--- config.mk ---
export PLATFORM = sky130hd
export DESIGN_NAME = vpic_ctrl
export DESIGN_NICKNAME = d
export VERILOG_FILES = /design/src/verilog/vpic_pkg.sv /design/src/verilog/vpic_arb_if.sv /design/src/verilog/vpic_arbiter.sv /design/src/verilog/vpic_ctrl.sv
export SDC_FILE = /design/constraint.sdc
export NUM_CORES = 1
export LEC_CHECK = 0
export ABC_AREA = 1
export BUFFER_PORTS_ARGS = -buffer_cell sky130_fd_sc_hd__clkbuf_2
export CAP_MARGIN = 20
export CORE_AREA = 2 2 178 180
export CTS_CLUSTER_SIZE = 16
export DETAILED_ROUTE_END_ITERATION = 16
export DIE_AREA = 0 0 180 182
export PLACE_DENSITY = 0.63
export SYNTH_ARGS = -nofsm -noshare
export SYNTH_HDL_FRONTEND = slang
export SYNTH_SLANG_ARGS = --single-unit
--- constraint.sdc ---
create_clock -name CLK -period 40.2 [get_ports CLK]
set_input_delay 8.04 -clock CLK [delete_from_list [all_inputs] [get_ports CLK]]
set_output_delay 8.04 -clock CLK [all_outputs]
set_load 0.05 [all_outputs]
--- src/verilog/vpic_pkg.sv ---
package vpic_pkg;
	localparam int N_IRQ = 41;
	localparam int FLAG_WORDS = 3;
	localparam int PRI_WORDS = 11;
	localparam int WORD_W = 16;
	localparam int PRI_W = 3;
	localparam int IRQ_W = 6;
	localparam int VEC_W = 8;
	localparam int ADDR_W = 24;
	localparam int N_TRAP = 7;
	localparam int SRC_PER_FLAG_WORD = 16;
	localparam int SRC_PER_PRI_WORD = 4;
	localparam int PRI_FIELD_STRIDE = 4;
	localparam int RESERVED_IRQ = 15;
	localparam int CAN_1_RX_READY_IRQ = 34;
	localparam int CAN_1_EVENT_IRQ = 35;
	localparam logic CAN_PRESENT = 1'b1;
	localparam logic [VEC_W-1:0] FIRST_IRQ_VECTOR = 8'h08;
	localparam logic [VEC_W-1:0] FIRST_TRAP_VECTOR = 8'h01;
	localparam logic [ADDR_W-1:0] TABLE_BASE = 24'h000004;
	localparam logic [ADDR_W-1:0] RESET_PC = 24'h000000;
	localparam logic [3:0] ENTRY_CYCLES = 4'h4;
	localparam logic [3:0] RETURN_CYCLES = 4'h3;

	typedef enum logic [1:0] {ST_IDLE, ST_ENTRY, ST_HANDLER, ST_RETURN} vpic_state_type;

	function automatic int flag_index(input int irq);
		return (irq / SRC_PER_FLAG_WORD) * WORD_W + (irq % SRC_PER_FLAG_WORD);
	endfunction : flag_index

	function automatic int pri_word(input int irq);
		return irq / SRC_PER_PRI_WORD;
	endfunction : pri_word

	function automatic int pri_lsb(input int irq);
		return (irq % SRC_PER_PRI_WORD) * PRI_FIELD_STRIDE;
	endfunction : pri_lsb

	function automatic logic irq_present(input int irq);
		return (irq < N_IRQ) && (irq != RESERVED_IRQ) &&
			(CAN_PRESENT || ((irq != CAN_1_RX_READY_IRQ) && (irq != CAN_1_EVENT_IRQ)));
	endfunction : irq_present
endpackage : vpic_pkg

--- src/verilog/vpic_arb_if.sv ---
`timescale 1ns/1ps
interface vpic_arb_if;
	logic [vpic_pkg::N_IRQ-1:0] pend;
	logic [vpic_pkg::N_IRQ-1:0][vpic_pkg::PRI_W-1:0] prio;
	logic win_valid;
	logic [vpic_pkg::IRQ_W-1:0] win_irq;
	logic [vpic_pkg::PRI_W-1:0] win_pri;
	modport arb (input pend, input prio, output win_valid, output win_irq, output win_pri);
	modport ctrl (output pend, output prio, input win_valid, input win_irq, input win_pri);
endinterface : vpic_arb_if

--- src/verilog/vpic_arbiter.sv ---
`timescale 1ns/1ps
module vpic_arbiter
(
	vpic_arb_if.arb a
);
	// Scan from the top so an equal level at a lower index overwrites
	// Fixed order inside one level
	always_comb
	begin
		a.win_valid = 1'b0;
		a.win_irq = '0;
		a.win_pri = '0;
		for (int i = vpic_pkg::N_IRQ - 1; i >= 0; i--)
		begin
			if (a.pend[i] && (!a.win_valid || (a.prio[i] >= a.win_pri)))
			begin
				a.win_valid = 1'b1;
				a.win_irq = vpic_pkg::IRQ_W'(i);
				a.win_pri = a.prio[i];
			end
		end
	end
endmodule : vpic_arbiter

--- src/verilog/vpic_ctrl.sv ---
`timescale 1ns/1ps
// Functional notes
// - Merge all sources into one request
// - Eight levels, 3-bit field per source
// - Equal levels resolved by fixed order
// - Constant entry and return latency
// - Table starts at word 000004h
// - Seven traps, up to 40 maskable
// - Up to seven exception sources
// - Entry yields 24-bit handler address
// - Lower vector position wins at equal level
// - Reset clears state, program counter zero
// - External line 0 is vector 8
// - Four priority fields per register
// - Sixteen flag bits per register
// - Request 16 wraps to second word
// - CAN sources only on CAN variants
module vpic_ctrl
(
	// Clock and reset
	input wire logic CLK,
	input wire logic RST,
	// Peripheral side
	input wire logic [vpic_pkg::N_IRQ-1:0] IRQ_EVENT,
	input wire logic [vpic_pkg::N_TRAP-1:0] TRAP_REQ,
	input wire logic [vpic_pkg::FLAG_WORDS-1:0][vpic_pkg::WORD_W-1:0] IRQ_FLAG_CLEAR,
	input wire logic [vpic_pkg::FLAG_WORDS-1:0][vpic_pkg::WORD_W-1:0] IRQ_ENABLE,
	input wire logic [vpic_pkg::PRI_WORDS-1:0][vpic_pkg::WORD_W-1:0] IRQ_PRIORITY_CONTROL,
	output logic [vpic_pkg::FLAG_WORDS-1:0][vpic_pkg::WORD_W-1:0] IRQ_FLAG_STATUS,
	// CPU side
	input wire logic [vpic_pkg::PRI_W-1:0] CPU_PRIORITY,
	input wire logic CPU_ACCEPT,
	input wire logic RETURN_REQ,
	input wire logic [vpic_pkg::ADDR_W-1:0] TABLE_DATA,
	output logic IRQ_REQUEST,
	output logic [vpic_pkg::VEC_W-1:0] VECTOR_NUM,
	output logic [vpic_pkg::ADDR_W-1:0] TABLE_ADDR,
	output logic [vpic_pkg::ADDR_W-1:0] HANDLER_PC,
	output logic ENTER_HANDLER,
	output logic RESUME
);
	localparam int FLAG_BITS = vpic_pkg::FLAG_WORDS * vpic_pkg::WORD_W;

	vpic_arb_if bus ();
	vpic_arbiter u_arb (.a(bus));

	logic [FLAG_BITS-1:0] flag_q;
	wire logic [FLAG_BITS-1:0] flag_d;
	wire logic [FLAG_BITS-1:0] clr_flat;
	wire logic [FLAG_BITS-1:0] en_flat;
	vpic_pkg::vpic_state_type state_q;
	logic [3:0] cnt_q;
	logic irq_q;
	logic [vpic_pkg::VEC_W-1:0] vec_q;
	logic [vpic_pkg::ADDR_W-1:0] addr_q;
	logic [vpic_pkg::ADDR_W-1:0] pc_q;
	logic enter_q;
	logic resume_q;

	assign clr_flat = IRQ_FLAG_CLEAR;
	assign en_flat = IRQ_ENABLE;

	genvar g;
	generate
		for (g = 0; g < FLAG_BITS; g++)
		begin : g_flag
			localparam int IRQ = (g / vpic_pkg::WORD_W) * vpic_pkg::SRC_PER_FLAG_WORD + (g % vpic_pkg::WORD_W);
			if (vpic_pkg::irq_present(IRQ))
			begin : g_impl
				// Set wins over a same-cycle clear
				assign flag_d[g] = IRQ_EVENT[IRQ] | (flag_q[g] & ~clr_flat[g]);
			end
			else
			begin : g_none
				// Absent sources never hold a flag
				assign flag_d[g] = 1'b0;
			end
		end
		for (g = 0; g < vpic_pkg::N_IRQ; g++)
		begin : g_src
			// Word and bit come from request number
			assign bus.pend[g] = flag_q[vpic_pkg::flag_index(g)] & en_flat[vpic_pkg::flag_index(g)];
			assign bus.prio[g] = IRQ_PRIORITY_CONTROL[vpic_pkg::pri_word(g)][vpic_pkg::pri_lsb(g) +: vpic_pkg::PRI_W];
		end
	endgenerate

	// Lowest trap index is taken first
	// Seven non-maskable trap vectors
	function automatic logic [vpic_pkg::VEC_W-1:0] trap_vector(input logic [vpic_pkg::N_TRAP-1:0] req);
		logic [vpic_pkg::VEC_W-1:0] v;
		v = vpic_pkg::FIRST_TRAP_VECTOR;
		for (int i = vpic_pkg::N_TRAP - 1; i >= 0; i--)
		begin
			if (req[i])
			begin
				v = vpic_pkg::FIRST_TRAP_VECTOR + vpic_pkg::VEC_W'(i);
			end
		end
		return v;
	endfunction : trap_vector

	wire logic trap_any = |TRAP_REQ;
	wire logic [vpic_pkg::VEC_W-1:0] trap_vec = trap_vector(TRAP_REQ);
	// Only a level above the CPU's may request
	wire logic irq_ok = bus.win_valid && (bus.win_pri > CPU_PRIORITY);
	// Traps are not maskable and outrank every source
	wire logic req_valid = trap_any | irq_ok;
	// Request 0 maps to vector 8
	wire logic [vpic_pkg::VEC_W-1:0] req_vec = trap_any ? trap_vec :
		vpic_pkg::FIRST_IRQ_VECTOR + vpic_pkg::VEC_W'(bus.win_irq);
	wire logic accept = (state_q == vpic_pkg::ST_IDLE) && irq_q && CPU_ACCEPT;
	// Two program words per entry above the base
	wire logic [vpic_pkg::ADDR_W-1:0] entry_addr = vpic_pkg::TABLE_BASE + {15'h0000, vec_q, 1'b0};

	// Reset clears everything, handler address is zero
	always_ff @(posedge CLK or posedge RST)
	begin
		if (RST)
		begin
			flag_q <= '0;
		end
		else
		begin
			flag_q <= flag_d;
		end
	end

	// No nesting: a new request waits until the current return completes
	always_ff @(posedge CLK or posedge RST)
	begin
		if (RST)
		begin
			state_q <= vpic_pkg::ST_IDLE;
			cnt_q <= 4'h0;
			irq_q <= 1'b0;
			vec_q <= 8'h00;
			addr_q <= vpic_pkg::RESET_PC;
			pc_q <= vpic_pkg::RESET_PC;
			enter_q <= 1'b0;
			resume_q <= 1'b0;
		end
		else
		begin
			enter_q <= 1'b0;
			resume_q <= 1'b0;
			unique case (state_q)
				vpic_pkg::ST_IDLE:
				begin
					if (accept)
					begin
						irq_q <= 1'b0;
						addr_q <= entry_addr;
						cnt_q <= vpic_pkg::ENTRY_CYCLES - 4'h1;
						state_q <= vpic_pkg::ST_ENTRY;
					end
					else
					begin
						irq_q <= req_valid;
						vec_q <= req_vec;
					end
				end
				vpic_pkg::ST_ENTRY:
				begin
					cnt_q <= cnt_q - 4'h1;
					if (cnt_q == 4'h0)
					begin
						// Handler address from the table word
						pc_q <= TABLE_DATA;
						enter_q <= 1'b1;
						state_q <= vpic_pkg::ST_HANDLER;
					end
				end
				vpic_pkg::ST_HANDLER:
				begin
					if (RETURN_REQ)
					begin
						cnt_q <= vpic_pkg::RETURN_CYCLES - 4'h1;
						state_q <= vpic_pkg::ST_RETURN;
					end
				end
				vpic_pkg::ST_RETURN:
				begin
					cnt_q <= cnt_q - 4'h1;
					if (cnt_q == 4'h0)
					begin
						resume_q <= 1'b1;
						state_q <= vpic_pkg::ST_IDLE;
					end
				end
			endcase
		end
	end

	assign IRQ_FLAG_STATUS = flag_q;
	// Single registered request toward the core
	assign IRQ_REQUEST = irq_q;
	assign VECTOR_NUM = vec_q;
	assign TABLE_ADDR = addr_q;
	assign HANDLER_PC = pc_q;
	assign ENTER_HANDLER = enter_q;
	assign RESUME = resume_q;

	chk_irq_follows_cause: assert property (@(posedge CLK) disable iff (RST)
		(state_q == vpic_pkg::ST_IDLE && !accept) |=> (IRQ_REQUEST == $past(req_valid)))
		else $error("request does not follow pending state");
	chk_entry_latency: assert property (@(posedge CLK) disable iff (RST)
		accept |-> ##5 ENTER_HANDLER)
		else $error("entry latency wrong");
	chk_return_latency: assert property (@(posedge CLK) disable iff (RST)
		(state_q == vpic_pkg::ST_HANDLER && RETURN_REQ) |-> (!RESUME [*4] ##1 RESUME))
		else $error("return latency wrong");
	chk_table_addr_map: assert property (@(posedge CLK) disable iff (RST)
		accept |=> (TABLE_ADDR == vpic_pkg::TABLE_BASE + 24'($past(vec_q)) * 24'h000002))
		else $error("table address mismatch");
	chk_handler_load: assert property (@(posedge CLK) disable iff (RST)
		(state_q == vpic_pkg::ST_ENTRY && cnt_q == 4'h0) |=> (HANDLER_PC == $past(TABLE_DATA)))
		else $error("handler address not loaded");
	chk_flag_set_wins: assert property (@(posedge CLK) disable iff (RST)
		IRQ_EVENT[10] |=> IRQ_FLAG_STATUS[0][10])
		else $error("flag event lost");
	chk_wrap_second_word: assert property (@(posedge CLK) disable iff (RST)
		IRQ_EVENT[16] |=> IRQ_FLAG_STATUS[1][0])
		else $error("request 16 not in second word");
	chk_trap_outranks: assert property (@(posedge CLK) disable iff (RST)
		(state_q == vpic_pkg::ST_IDLE && !accept && trap_any) |=> (IRQ_REQUEST && VECTOR_NUM < vpic_pkg::FIRST_IRQ_VECTOR))
		else $error("trap did not win");
	chk_fixed_order: assert property (@(posedge CLK) disable iff (RST)
		(bus.pend[0] && bus.prio[0] == bus.win_pri) |-> (bus.win_irq == 6'h00))
		else $error("lower vector lost tie");
	chk_winner_pending: assert property (@(posedge CLK) disable iff (RST)
		bus.win_valid |-> (bus.pend[bus.win_irq] && bus.prio[bus.win_irq] == bus.win_pri))
		else $error("winner not pending");
	chk_prio_field: assert property (@(posedge CLK) disable iff (RST)
		bus.prio[4] == IRQ_PRIORITY_CONTROL[1][2:0])
		else $error("priority field misplaced");
	chk_reserved_flag: assert property (@(posedge CLK) disable iff (RST)
		!IRQ_FLAG_STATUS[0][15])
		else $error("reserved flag set");
	chk_reset_pc: assert property (@(posedge CLK)
		$past(RST) |-> (HANDLER_PC == vpic_pkg::RESET_PC && !IRQ_REQUEST))
		else $error("reset state wrong");
	chk_request_line0: assert property (@(posedge CLK) disable iff (RST)
		(state_q == vpic_pkg::ST_IDLE && !accept && !trap_any && irq_ok && bus.win_irq == 6'h00)
		|=> (VECTOR_NUM == 8'h08))
		else $error("line 0 vector wrong");

	cov_entry: cover property (@(posedge CLK) disable iff (RST) accept ##5 ENTER_HANDLER);
	cov_resume: cover property (@(posedge CLK) disable iff (RST) RESUME);
	cov_trap: cover property (@(posedge CLK) disable iff (RST) trap_any && irq_ok);
	cov_tie: cover property (@(posedge CLK) disable iff (RST) bus.pend[0] && bus.pend[1] && bus.prio[0] == bus.prio[1]);
endmodule : vpic_ctrl

Word level (Yosys, flattened, before mapping) --
Cells that the tools add are included.
Word-level totals: register bits 105, bits in latches 0, bits in writable memories 0, ROM bits 0, bits of input ports 351, output and inout port bits 107, logic and storage cells 490, memories 0
Operators by class: add/sub/neg operators 3, $mul 0, div/mod/pow operators 0, magnitude comparators 40, eq/ne operators 7, shift-type cells 0, multiplexer cells 140, bitwise gates (word level) 162, reductions and logical operators 129
Operator list (number):
- 6-bit two-way mux | 40
- 3-bit two-way mux | 41
- 3-bit greater-or-equal comparator | 39
- 1-bit bitwise AND | 80
- 8-bit two-way mux | 7
- 1-bit two-way mux | 44
- 1-bit logical AND | 42
- 1-bit inverter | 41
- 1-bit bitwise OR | 41
- 1-bit logical NOT | 39
- 1-bit logical OR | 39
- 4-bit one-hot mux with 3 select lines | 1
- 3-bit by 9-bit adder with 10-bit output (first input constant) | 1
- 2-bit two-way mux | 4
- 4-bit two-way mux | 2
- 2-bit inequality test (second input constant) | 4
- 2-bit one-hot mux with 4 select lines | 1
- 2-bit AND reduction | 4
- 4-bit by 6-bit adder with 7-bit output (first input constant) | 1
- 7-bit OR reduction | 1
- 2-bit == test (second input constant) | 2
- 4-bit logical NOT | 1
- 4-bit AND reduction | 1
- 4-bit by 1-bit subtractor with 4-bit output (second input constant) | 1
- other kinds (4) | 4

Logic depth before layout (Yosys ltp) --
Gate-level depths: netlist (run 1).
word-level depth 162, mapped depth 377, gate-level depth less buffers 376

Hierarchy --
From an unflattened synthesis (run 1), not the netlist that was laid out.
Second synthesis, totals: cell total of the unflattened synthesis 1504, area total of the unflattened synthesis 9708.1 µm²
By module, submodules not included:
- vpic_arbiter | times used 1, cells each 993, area an instance 5391.4 µm², seq. area each 0.0 µm²
- vpic_ctrl | times used 1, cells each 511, area an instance 4316.6 µm², seq. area each 2202.1 µm²

Worst setup path before layout (run 1) --
Ideal clock, no wire load.
path type input-to-reg, start input IRQ_ENABLE[40] (netlist bit), end register irq_q (netlist: IRQ_REQUEST), library setup time 122 ps, arrival 44263 ps, required time 40078 ps, path slack -4185 ps, cell stages on the path 368, path through nand2_2 inv_2 nand2_1 ha_1 a21oi_1 nand4_1 nand2_2 nand2_1 o21ai_0 ha_1 a21oi_1 nand3_1 nand2_4 nand3_2 and2_1 ha_1 nand2_1 o2111ai_1 [... 332 more ...] or2_1 nand2_1 ha_1 a21oi_1 o21ai_0 a31oi_1 nand2_1 nand2_4 inv_2 nand2_1 nand2_1 ha_1 a21oi_1 o21ai_0 o211ai_1 nand2_1 nand2_1 o21ai_1
Between the ends: longest elaborated chain between the ends 162, elaborated cells on any way between the ends 241, classes of those cells order compare (40); mux (81); bitwise (2); reduce/logical (118)
RTL lines:
- start: declaration | RTL line vpic_ctrl.sv:27 | input wire logic [vpic_pkg::FLAG_WORDS-1:0][vpic_pkg::WORD_W-1:0] IRQ_ENABLE,
- 1-bit bitwise AND (*) | RTL line vpic_ctrl.sv:82 | assign bus.pend[g] = flag_q[vpic_pkg::flag_index(g)] & en_flat[vpic_pkg::flag_index(g)];
- 3-bit two-way mux / 1-bit two-way mux (equally long branches) | RTL line vpic_arbiter.sv:15 | if (a.pend[i] && (!a.win_valid || (a.prio[i] >= a.win_pri)))
- 3-bit greater-or-equal comparator / 1-bit logical NOT (equally long branches) | RTL line vpic_arbiter.sv:15
- 1-bit logical OR | RTL line vpic_arbiter.sv:15
- 1-bit logical AND | RTL line vpic_arbiter.sv:15
- 3-bit two-way mux / 1-bit two-way mux (equally long branches) | RTL line vpic_arbiter.sv:15
- 3-bit greater-or-equal comparator / 1-bit logical NOT (equally long branches) | RTL line vpic_arbiter.sv:15
- 1-bit logical OR | RTL line vpic_arbiter.sv:15
- [... 146 more ...]
- 3-bit greater-or-equal comparator / 1-bit logical NOT (equally long branches) | RTL line vpic_arbiter.sv:15
- 1-bit logical OR | RTL line vpic_arbiter.sv:15
- 1-bit logical AND | RTL line vpic_arbiter.sv:15
- 3-bit two-way mux | RTL line vpic_arbiter.sv:15
- 3-bit greater-than comparator | RTL line vpic_ctrl.sv:105 | wire logic irq_ok = bus.win_valid && (bus.win_pri > CPU_PRIORITY);
- 1-bit logical AND (*) | RTL line vpic_ctrl.sv:105
- 1-bit bitwise OR (*) | RTL line vpic_ctrl.sv:107 | wire logic req_valid = trap_any | irq_ok;
- 1-bit two-way mux (*) | RTL line vpic_ctrl.sv:149 | if (accept)
- end signal: assignment | RTL line vpic_ctrl.sv:158 | irq_q <= req_valid;
- end: declaration | RTL line vpic_ctrl.sv:53 | logic irq_q;
Mark *: on every way between the ends. The rest lies on a longest branch, timed or not. A chain may end at the register's enable or synchronous reset.

Worst setup path in the final report (run 1) --
Same ends and word-level chain as after synthesis.

==> results of run 1 <==
==> placed cells by master, fill, tap and decap left out, types with 8 or more instances in the layout <==
cell / synthesis / layout
a21oi_1: 24 / 14
a21oi_2: 1 / 8
buf_4: 26 / 399
clkbuf_16: 0 / 9
clkbuf_2: 0 / 358
conb_1: 1 / 25
dfrtp_1: 88 / 88
ha_1: 97 / 74
ha_4: 0 / 23
inv_1: 270 / 259
inv_2: 21 / 28
mux2_2: 24 / 24
nand2_1: 310 / 226
nand2_2: 92 / 145
nand2_4: 37 / 66
nand3_1: 82 / 67
nand3_2: 31 / 41
nand4_1: 11 / 11
nor2_1: 45 / 43
o21ai_0: 128 / 46
o21ai_1: 6 / 31
o21ai_2: 1 / 48
o21ai_4: 0 / 10
o21bai_1: 41 / 40
==> synthesized netlist by cell type, drive strengths merged <==
library cell,number,share of area [%]
a41oi,1,0.091
nand2,439,22
o211ai,2,0.16
a21oi,25,1.3
o2111ai,5,0.52
o21ai,135,7.0
clkbuf,3,0.12
a31oi,3,0.19
a2111oi,1,0.091
nor2,48,2.0
inv,292,11
buf,27,2.1
nor4,2,0.13
xnor2,1,0.091
a21o,1,0.091
o31ai,5,0.39
conb,1,0.039
nand3b,2,0.16
mux2,24,2.8
a22oi,2,0.16
or2,10,0.65
nand3,113,7.5
o41ai,1,0.091
nor3,8,0.47
dfrtp,88,23
and2,5,0.32
nand4,11,0.71
ha,97,13
or3b,1,0.091
a21boi,2,0.16
xor2,2,0.18
o21a,1,0.078
o21bai,41,3.2
clkinv,2,0.091
==> cell families after synthesis <==
logic type      Yosys count
compound gates          225
mux                      24
flops                    88
other cells               1
fa+ha+maj                97
xor+xnor                  3
buf+inv                 324
simple gates            639
==> per-stage QoR <==
step | setup WS, ns | util [%]
3_3_place_gp | -3.88 | 44.2
3_5_place_dp | -4.80 | 44.2
4_1_cts | -2.69 | 49.9
2_1_floorplan | -2.09 | -
5_1_grt | -6.33 | 53.2
6_report | -3.46 | 53.2
==> path summary, 6_finish.rpt <==
path / start / endpoint
max: IRQ_ENABLE[40] / IRQ_REQUEST$_DFFE_PP0N_
min: TABLE_ADDR[5]$_DFFE_PP0P_ / TABLE_ADDR[5]$_DFFE_PP0P_
max reg2reg: IRQ_FLAG_STATUS[40]$_DFF_PP0_ / IRQ_REQUEST$_DFFE_PP0N_
min reg2reg: TABLE_ADDR[5]$_DFFE_PP0P_ / TABLE_ADDR[5]$_DFFE_PP0P_
max in group asynchronous: RST / VECTOR_NUM[2]$_DFFE_PP0P_
min in group asynchronous: RST / IRQ_FLAG_STATUS[37]$_DFF_PP0_
==> state kept, by name, summed over array words and instances (netlist names) <==
signal	cells
TABLE_ADDR	8
cnt_q	4
VECTOR_NUM	7
HANDLER_PC	24
RESUME	1
IRQ_REQUEST	1
ENTER_HANDLER	1
state_q	2
IRQ_FLAG_STATUS	40
==> worst min-delay path: cells and delay by family, from the launching register on <==
kind	cells	cell delay, ns
and+or+nand+nor	2	0.11
DFF	1	0.35
==> metal layers <==
| metal | up-vias | global-route usage [%] | part of all wire, % |
|---|---|---|---|
| met5 | - | 0 | 0 |
| met4 | 0 | 6.28 | 3.0 |
| met3 | 69 | 4.21 | 5.3 |
| met2 | 313 | 35.2 | 51 |
| met1 | 5251 | 22.1 | 41 |
| li1 | 5972 | - | - |
==> timing repair <==
item                       4_1_cts  5_1_grt
pin swaps                      137      198
setup endpoints to repair        7        7
resized for setup              105      136
setup buffers                  147       55
hold endpoints to repair         0        0
==> area by class of cell <==
cell class	count	area (um2)	share of cell area (%)
timing repair buffer	765	4880	29.6
clock inverter	7	70.1	0.425
inverter	294	1120	6.81
tap	402	503	3.05
multi-input combinational	1013	7470	45.3
clock buffer	9	225	1.37
sequential	88	2200	13.4
antenna	3	7.51	0.0455
==> out/qor.yml, run 1 <==
period_needed_ns: 43.66
maxSlewViolCount: 0
wl_um: 34200
slowest_delay_ns: 0.32
worst_pin_slew_ns: 0.912
dp_cells: 2366
arrival_ns: 43.92
num_vias: 11600
ys_ff_latch: 88
wl_per_cell_um: 13.3
end_kind: "register"
finalHoldViolCount: 0
drtIter0Drc: 349
drt_pass1_iterations: 5
die_y_um: 182
portBuffers: 359
synthXorXnorAreaFrac_pct: 0.272
grt_antenna_before_repair: 3
max_freq_ghz: 0.0229
cp.depth: 360
cts_buffers: 9
yosysWarningCount: 0
cpMostUsedCell: "nand2_2"
vias_per_cell: 4.50
finalNonFillerCells: 2581
final-setup-viol-count: 7
cp_top_family: "simple AND/OR/NAND/NOR gates"
area_delta_synth_final_pct: 70.7
grt_pass1_vias: 11400
cts-root-buf: "clkbuf_16"
ff2ff_path_depth: 359
critPathMaxFanout: 7
start_util_pct: 31.2
rrSetupSlack_ns: 3.79
clock_latency_ns: 0.37
syn_inst: 1401
layout.nets: 2619
io_pins: 458
cts_max_path_buffers: 2
coreArea_um2: 31000
grt_pass1_wl_um: 51800
drc: 0
rows: 65
cp.required_ns: 40.46
drive_gt1_share_pct: 56.0
nFillCells: 2847
yosys-mux-area-fraction_pct: 2.80
failed_checks: "negative setup slack"
worstSetupPathType: "in2reg"
cts_tree: "built"
grt_use_total_pct: 19.2
yosys.area_share.adder_pct: 12.6
syn_avg_cell_area_um2: 6.89
outcome: "complete, but fails checks"
fin_tns_setup_ns: -22.58
ys_types: 49
grt_start_max_net_pins: 70
hold_buffers: 0
path_buf_inv: 78
clk_pin_slew_ns: 0.07
dieArea_um2: 32800
die_w_um: 180
drtAntennaViolNets: 0
holdPathStages: 2
grt_setup_unrepaired: "yes"
hpwl_um: 25600
placed_area_um2: 13700
clock_sinks: 88
synth_top_family_by_area: "simple AND/OR/NAND/NOR gates"
gr-total-overflow: 0
final_area_um2: 16500
syn_area_um2: 9660
synth-simple-area-share_pct: 34.3
cp_slowest_cell: "o21ai_0"
skew_ns: 0.0136
startpoint_type: "input pin"
htree_levels: 3
worst_hold_slack_ns: 0.486
finalCritPeriodShare_pct: 109
synth_compound_area_share_pct: 13.6
fin_ws_ns: -3.46
slew_headroom_pct: 39.2
place.gp.congestion: 0.856
yosysSeqAreaShare_pct: 22.8
max_cap_viol_count: 0
min_path_type: "reg2reg"
Power of run 1 is left out: the tool's default activity adds up to more than one toggle a clock period on the data nets, which glitch-free logic cannot reach.
==> run 2, diff against run 1 <==
SLEW_MARGIN = 20   (was unset)
SYNTH_HIERARCHICAL = 1   (was unset)
==> out/qor.yml, run 2 <==
outcome: "complete, but fails checks"
failed_checks: "negative setup slack"
path_buf_inv: 78  # unchanged
cpMostUsedCell: "nand2_2"
cp_slowest_cell: "ha_1"
startpoint_type: "input pin"
maxSlewViolCount: 0  # unchanged
wl_per_cell_um: 12.7  # -4.1%
grt_setup_unrepaired: "yes"
worst_pin_slew_ns: 0.917  # +0.00453 ns
ys_ff_latch: 88  # unchanged
drtAntennaViolNets: 0  # unchanged
cts_max_path_buffers: 2  # unchanged
largest_register_ffs: 40  # unchanged
ys_types: 44  # -10%
die_y_um: 182  # unchanged
htree_levels: 3  # unchanged
cp.required_ns: 40.48  # +0.02 ns
slowest_delay_ns: 0.29  # -0.03 ns
start_util_pct: 31.3  # +0.16 points
grt_pass1_wl_um: 52400  # +1.1%
max_cap_viol_count: 0  # unchanged
worstSetupPathType: "in2reg"
cts_tree: "built"
clk_pin_slew_ns: 0.08  # about the same
final_core_util_pct: 51.6  # -1.6 points
rows: 65  # unchanged
synth.area.top_cells: "dfrtp_1 (23%), nand2_1 (17%), ha_1 (13%)"
finalHoldViolCount: 0  # unchanged
skew_ns: 0.0140  # +0.000378 ns
syn_avg_cell_area_um2: 6.45  # -6.4%
clock_sinks: 88  # unchanged
clock_latency_ns: 0.38  # about the same
syn_area_um2: 9710  # +0.52%
gr-total-overflow: 0  # unchanged
drtIter0Drc: 390  # +12%
period_needed_ns: 43.76  # +0.0996 ns
hold_buffers: 0  # unchanged
dp_cells: 2455  # +3.8%
die_w_um: 180  # unchanged
yosysSeqAreaShare_pct: 22.7  # -0.12 points
synth_common_cells: "nand2_1 (429), inv_1 (282), o21ai_0 (146)"
placed_area_um2: 13600  # -0.46%
final_cell_mix: "clkbuf_2 (361), nand2_1 (347), buf_4 (346)"
final-setup-viol-count: 8  # +1
drive_gt1_share_pct: 48.8  # -7.2 points
synth.most_common_cell: "nand2_1"
cp_top_family: "simple AND/OR/NAND/NOR gates"
drc: 0  # unchanged
cts-root-buf: "clkbuf_16"
grt_start_max_net_pins: 67  # -4.3%
area_delta_synth_final_pct: 64.6
arrival_ns: 44.04  # +0.12 ns
n_antenna_cell: 0  # -3
num_vias: 11900  # +2.6%
grt_pass1_vias: 11500  # +0.62%
cts_buffers: 9  # unchanged
place.gp.congestion: 0.858  # +0.20%
io_pins: 458  # unchanged
final_common_cell: "clkbuf_2"
synthArstFlopShare_pct: 100  # unchanged
drt_pass1_iterations: 5  # unchanged
max_freq_ghz: 0.0229  # -0.23%
layout.nets: 2675  # +2.1%
coreArea_um2: 31000  # unchanged
slew_headroom_pct: 38.9  # -0.30 points
synth_flop_cell: "dfrtp_1"
synth_top_area_share_pct: 22.7  # -0.12 points
fin_ws_ns: -3.56  # -0.0996 ns
dieArea_um2: 32800  # unchanged
finalNonFillerCells: 2631  # +1.9%
hpwl_um: 25400  # -0.70%
final_area_um2: 16000  # -3.0%
rrSetupSlack_ns: 3.72  # -0.07 ns
end_kind: "register"
portBuffers: 362  # +0.84%
grt_use_total_pct: 19.4  # +0.21 points
syn_inst: 1504  # +7.4%
finalCritPeriodShare_pct: 109  # +0.25 points
synth_edf_count: 0  # unchanged
critPathMaxFanout: 7  # unchanged
synth_area_leader_cell: "dfrtp_1"
yosysWarningCount: 6  # +6
min_path_type: "reg2reg"
vias_per_cell: 4.53  # +0.69%
grt_antenna_before_repair: 0  # -3
wl_um: 33400  # -2.3%
-- run 2: path summary, 6_finish.rpt --
kind                                                 end  depth (start not counted)                           from
setup / recovery                 IRQ_REQUEST$_DFFE_PP0N_                        362                 IRQ_ENABLE[40]
hold / removal                 TABLE_ADDR[5]$_DFFE_PP0P_                          2      TABLE_ADDR[5]$_DFFE_PP0P_
setup reg to reg                 IRQ_REQUEST$_DFFE_PP0N_                        361  IRQ_FLAG_STATUS[40]$_DFF_PP0_
hold reg to reg                TABLE_ADDR[5]$_DFFE_PP0P_                          2      TABLE_ADDR[5]$_DFFE_PP0P_
max in group asynchronous     HANDLER_PC[21]$_DFFE_PP0P_                          3                            RST
min in group asynchronous  IRQ_FLAG_STATUS[37]$_DFF_PP0_                          2                            RST
-- run 2: cell type report --
type                       count  area [um2]
clock inverter                 7        70.1
clock buffer                   9         225
tap                          402         503
fill                        3013       15000
timing repair buffer         716        4520
multi-input combinational   1111        7320
sequential                    88        2200
inverter                     298        1150
-- run 2: metal layers --
| layer | global-route usage [%] | wire length, um |
|---|---|---|
| met5 | 0 | 0 |
| met4 | 6.57 | 890 |
| met3 | 3.73 | 1850 |
| met2 | 35.8 | 17100 |
| met1 | 22.4 | 13600 |
-- run 2: cell families after synthesis --
logic type                 synth area share, %
other                                   0.0386
and+or+nand+nor                           36.4
AOI/OAI and AO/OA                         13.8
buffers and inverters                     14.0
xor gates and xnor gates                 0.180
DFF                                       22.7
adders and majority gates                 12.9
-- run 2: worst reg2reg max path, delay by kind of cell, from the launching register on --
kind	cells	cell delay (ns)
compound gates	67	6.92
fa+ha+maj	37	9.17
buf+inv	77	5.83
flops	1	0.46
simple gates	180	13.97
-- run 2: repair_timing --
item,CTS,global route
pin swaps,156,130
gates resized for setup,110,113
setup buffers,119,42
setup endpoints to repair,8,8
hold endpoints to repair,0,0
-- run 2: per-stage QoR --
step / hold WS [ns] / worst slack (ns) / TNS (ns)
floorplan: 0.465 / -2.59 / -18.45
finish: 0.490 / -3.56 / -27.59
global route: 0.514 / -6.23 / -48.62
CTS: 0.491 / -2.70 / -19.95
global placement: 0.471 / -4.15 / -31.13
detailed placement: 0.470 / -5.05 / -38.40
Power of run 2 is left out for the same reason.
==> run 3, diff against run 2 <==
CAP_MARGIN = 5   (was 20)
SYNTH_HIERARCHICAL = unset   (was 1)
==> out/qor.yml, run 3 (synthesis results as in run 1) <==
outcome: "complete, but fails checks"
failed_checks: "negative setup slack"
clock_sinks: 88  # unchanged
start_util_pct: 31.2  # -0.16 points
skew_ns: 0.0242  # +0.0102 ns
grt_use_total_pct: 19.8  # +0.43 points
coreArea_um2: 31000  # unchanged
worstSetupPathType: "in2reg"
largest_register_ffs: 40  # unchanged
wl_per_cell_um: 13.1  # +2.9%
final-setup-viol-count: 7  # -1
drive_gt1_share_pct: 55.6  # +6.8 points
place.gp.congestion: 0.856  # -0.20%
arrival_ns: 44.00  # -0.04 ns
dieArea_um2: 32800  # unchanged
die_w_um: 180  # unchanged
io_pins: 458  # unchanged
htree_levels: 3  # unchanged
drtAntennaViolNets: 0  # unchanged
drt_pass1_iterations: 6  # +1
drc: 0  # unchanged
max_cap_viol_count: 0  # unchanged
ff2ff_path_depth: 362  # +0.28%
vias_per_cell: 4.50  # -0.60%
final_cell_mix: "buf_4 (405), clkbuf_2 (358), inv_1 (256)"
cts_max_path_buffers: 2  # unchanged
die_y_um: 182  # unchanged
holdPathStages: 2  # unchanged
max_freq_ghz: 0.0229  # about the same
slowest_delay_ns: 0.29  # about the same
drtIter0Drc: 400  # +2.6%
grt_pass1_wl_um: 53500  # +2.1%
clock_latency_ns: 0.37  # about the same
worst_pin_slew_ns: 0.905  # -0.0119 ns
hold_buffers: 0  # unchanged
maxSlewViolCount: 0  # unchanged
startpoint_type: "input pin"
nFillCells: 2881  # -4.4%
grt_pass1_vias: 11700  # +1.4%
finalCritPeriodShare_pct: 109  # about the same
clk_pin_slew_ns: 0.09  # about the same
portBuffers: 359  # -0.83%
hpwl_um: 25600  # +0.80%
cts_tree: "built"
cpMostUsedCell: "nand2_2"
rows: 65  # unchanged
cts_buffers: 9  # unchanged
critPathMaxFanout: 7  # unchanged
grt_antenna_before_repair: 1  # +1
dp_slack_ns: -4.87  # +0.180 ns
cts-root-buf: "clkbuf_16"
num_vias: 11600  # -2.5%
gr-total-overflow: 0  # unchanged
final_common_cell: "buf_4"
end_kind: "register"
fin_ws_ns: -3.53  # +0.0337 ns
layout.nets: 2622  # -2.0%
period_needed_ns: 43.73  # -0.0337 ns
cp_slowest_cell: "ha_1"
finalHoldViolCount: 0  # unchanged
area_delta_synth_final_pct: 69.3
grt_start_max_net_pins: 70  # +4.5%
cp.required_ns: 40.47  # about the same
wl_um: 33800  # +1.0%
slew_headroom_pct: 39.7  # +0.80 points
grt_setup_unrepaired: "yes"
min_path_type: "reg2reg"
[run 3: repair_timing]
action	in CTS	in global routing
pin swaps	140	153
endpoints found under the setup margin	7	7
endpoints found under the hold margin	0	0
gates resized for setup	111	108
setup buffers	156	49
cloned	0	0
[run 3: metrics by stage]
stage	area, um2	util [%]	cells	TNS [ns]	hold WS (ns)
global placement	13700	44.2	2365	-25.27	0.464
floorplan	10000	-	1425	-11.86	0.452
global route	16400	52.8	2582	-42.37	0.513
finish	16400	52.8	2582	-23.33	0.489
detailed placement	13700	44.2	2365	-32.06	0.469
CTS	15500	50.2	2534	-17.62	0.492
[run 3: layout make-up]
| cell class | instances | area (um2) | area share (%) |
|---|---|---|---|
| Sequential cell | 88 | 2200 | 13.5 |
| Multi-Input combinational cell | 1013 | 7330 | 44.8 |
| Timing Repair Buffer | 768 | 4890 | 29.9 |
| Inverter | 294 | 1120 | 6.85 |
| Tap cell | 402 | 503 | 3.08 |
| Clock inverter | 7 | 72.6 | 0.444 |
| Clock buffer | 9 | 225 | 1.38 |
| Antenna cell | 1 | 2.50 | 0.0153 |
[run 3: path summary, 6_finish.rpt]
kind / start / to / slack [ns]
min reg2reg: TABLE_ADDR[5]$_DFFE_PP0P_ / TABLE_ADDR[5]$_DFFE_PP0P_ / 0.49
max: IRQ_ENABLE[40] / IRQ_REQUEST$_DFFE_PP0N_ / -3.53
max in group asynchronous: RST / IRQ_FLAG_STATUS[9]$_DFF_PP0_ / 31.40
min in group asynchronous: RST / IRQ_FLAG_STATUS[28]$_DFF_PP0_ / 7.61
max reg2reg: IRQ_FLAG_STATUS[40]$_DFF_PP0_ / IRQ_REQUEST$_DFFE_PP0N_ / 3.73
min: TABLE_ADDR[5]$_DFFE_PP0P_ / TABLE_ADDR[5]$_DFFE_PP0P_ / 0.49
[run 3: routing by layer]
layer	GRT usage [%]	wire, um	vias up
met5	0	0	-
met4	6.08	815	0
met3	3.59	1740	58
met2	37.0	17400	300
met1	22.9	13900	5295
li1	-	-	5967
[run 3: worst max-delay path: cells and delay by family]
| family | cells | cell delay [ns] |
|---|---|---|
| AOI/OAI and AO/OA | 74 | 7.26 |
| and+or+nand+nor | 173 | 13.15 |
| adders and majority gates | 36 | 8.95 |
| buffers and inverters | 80 | 6.44 |
Power of run 3 is left out for the same reason.
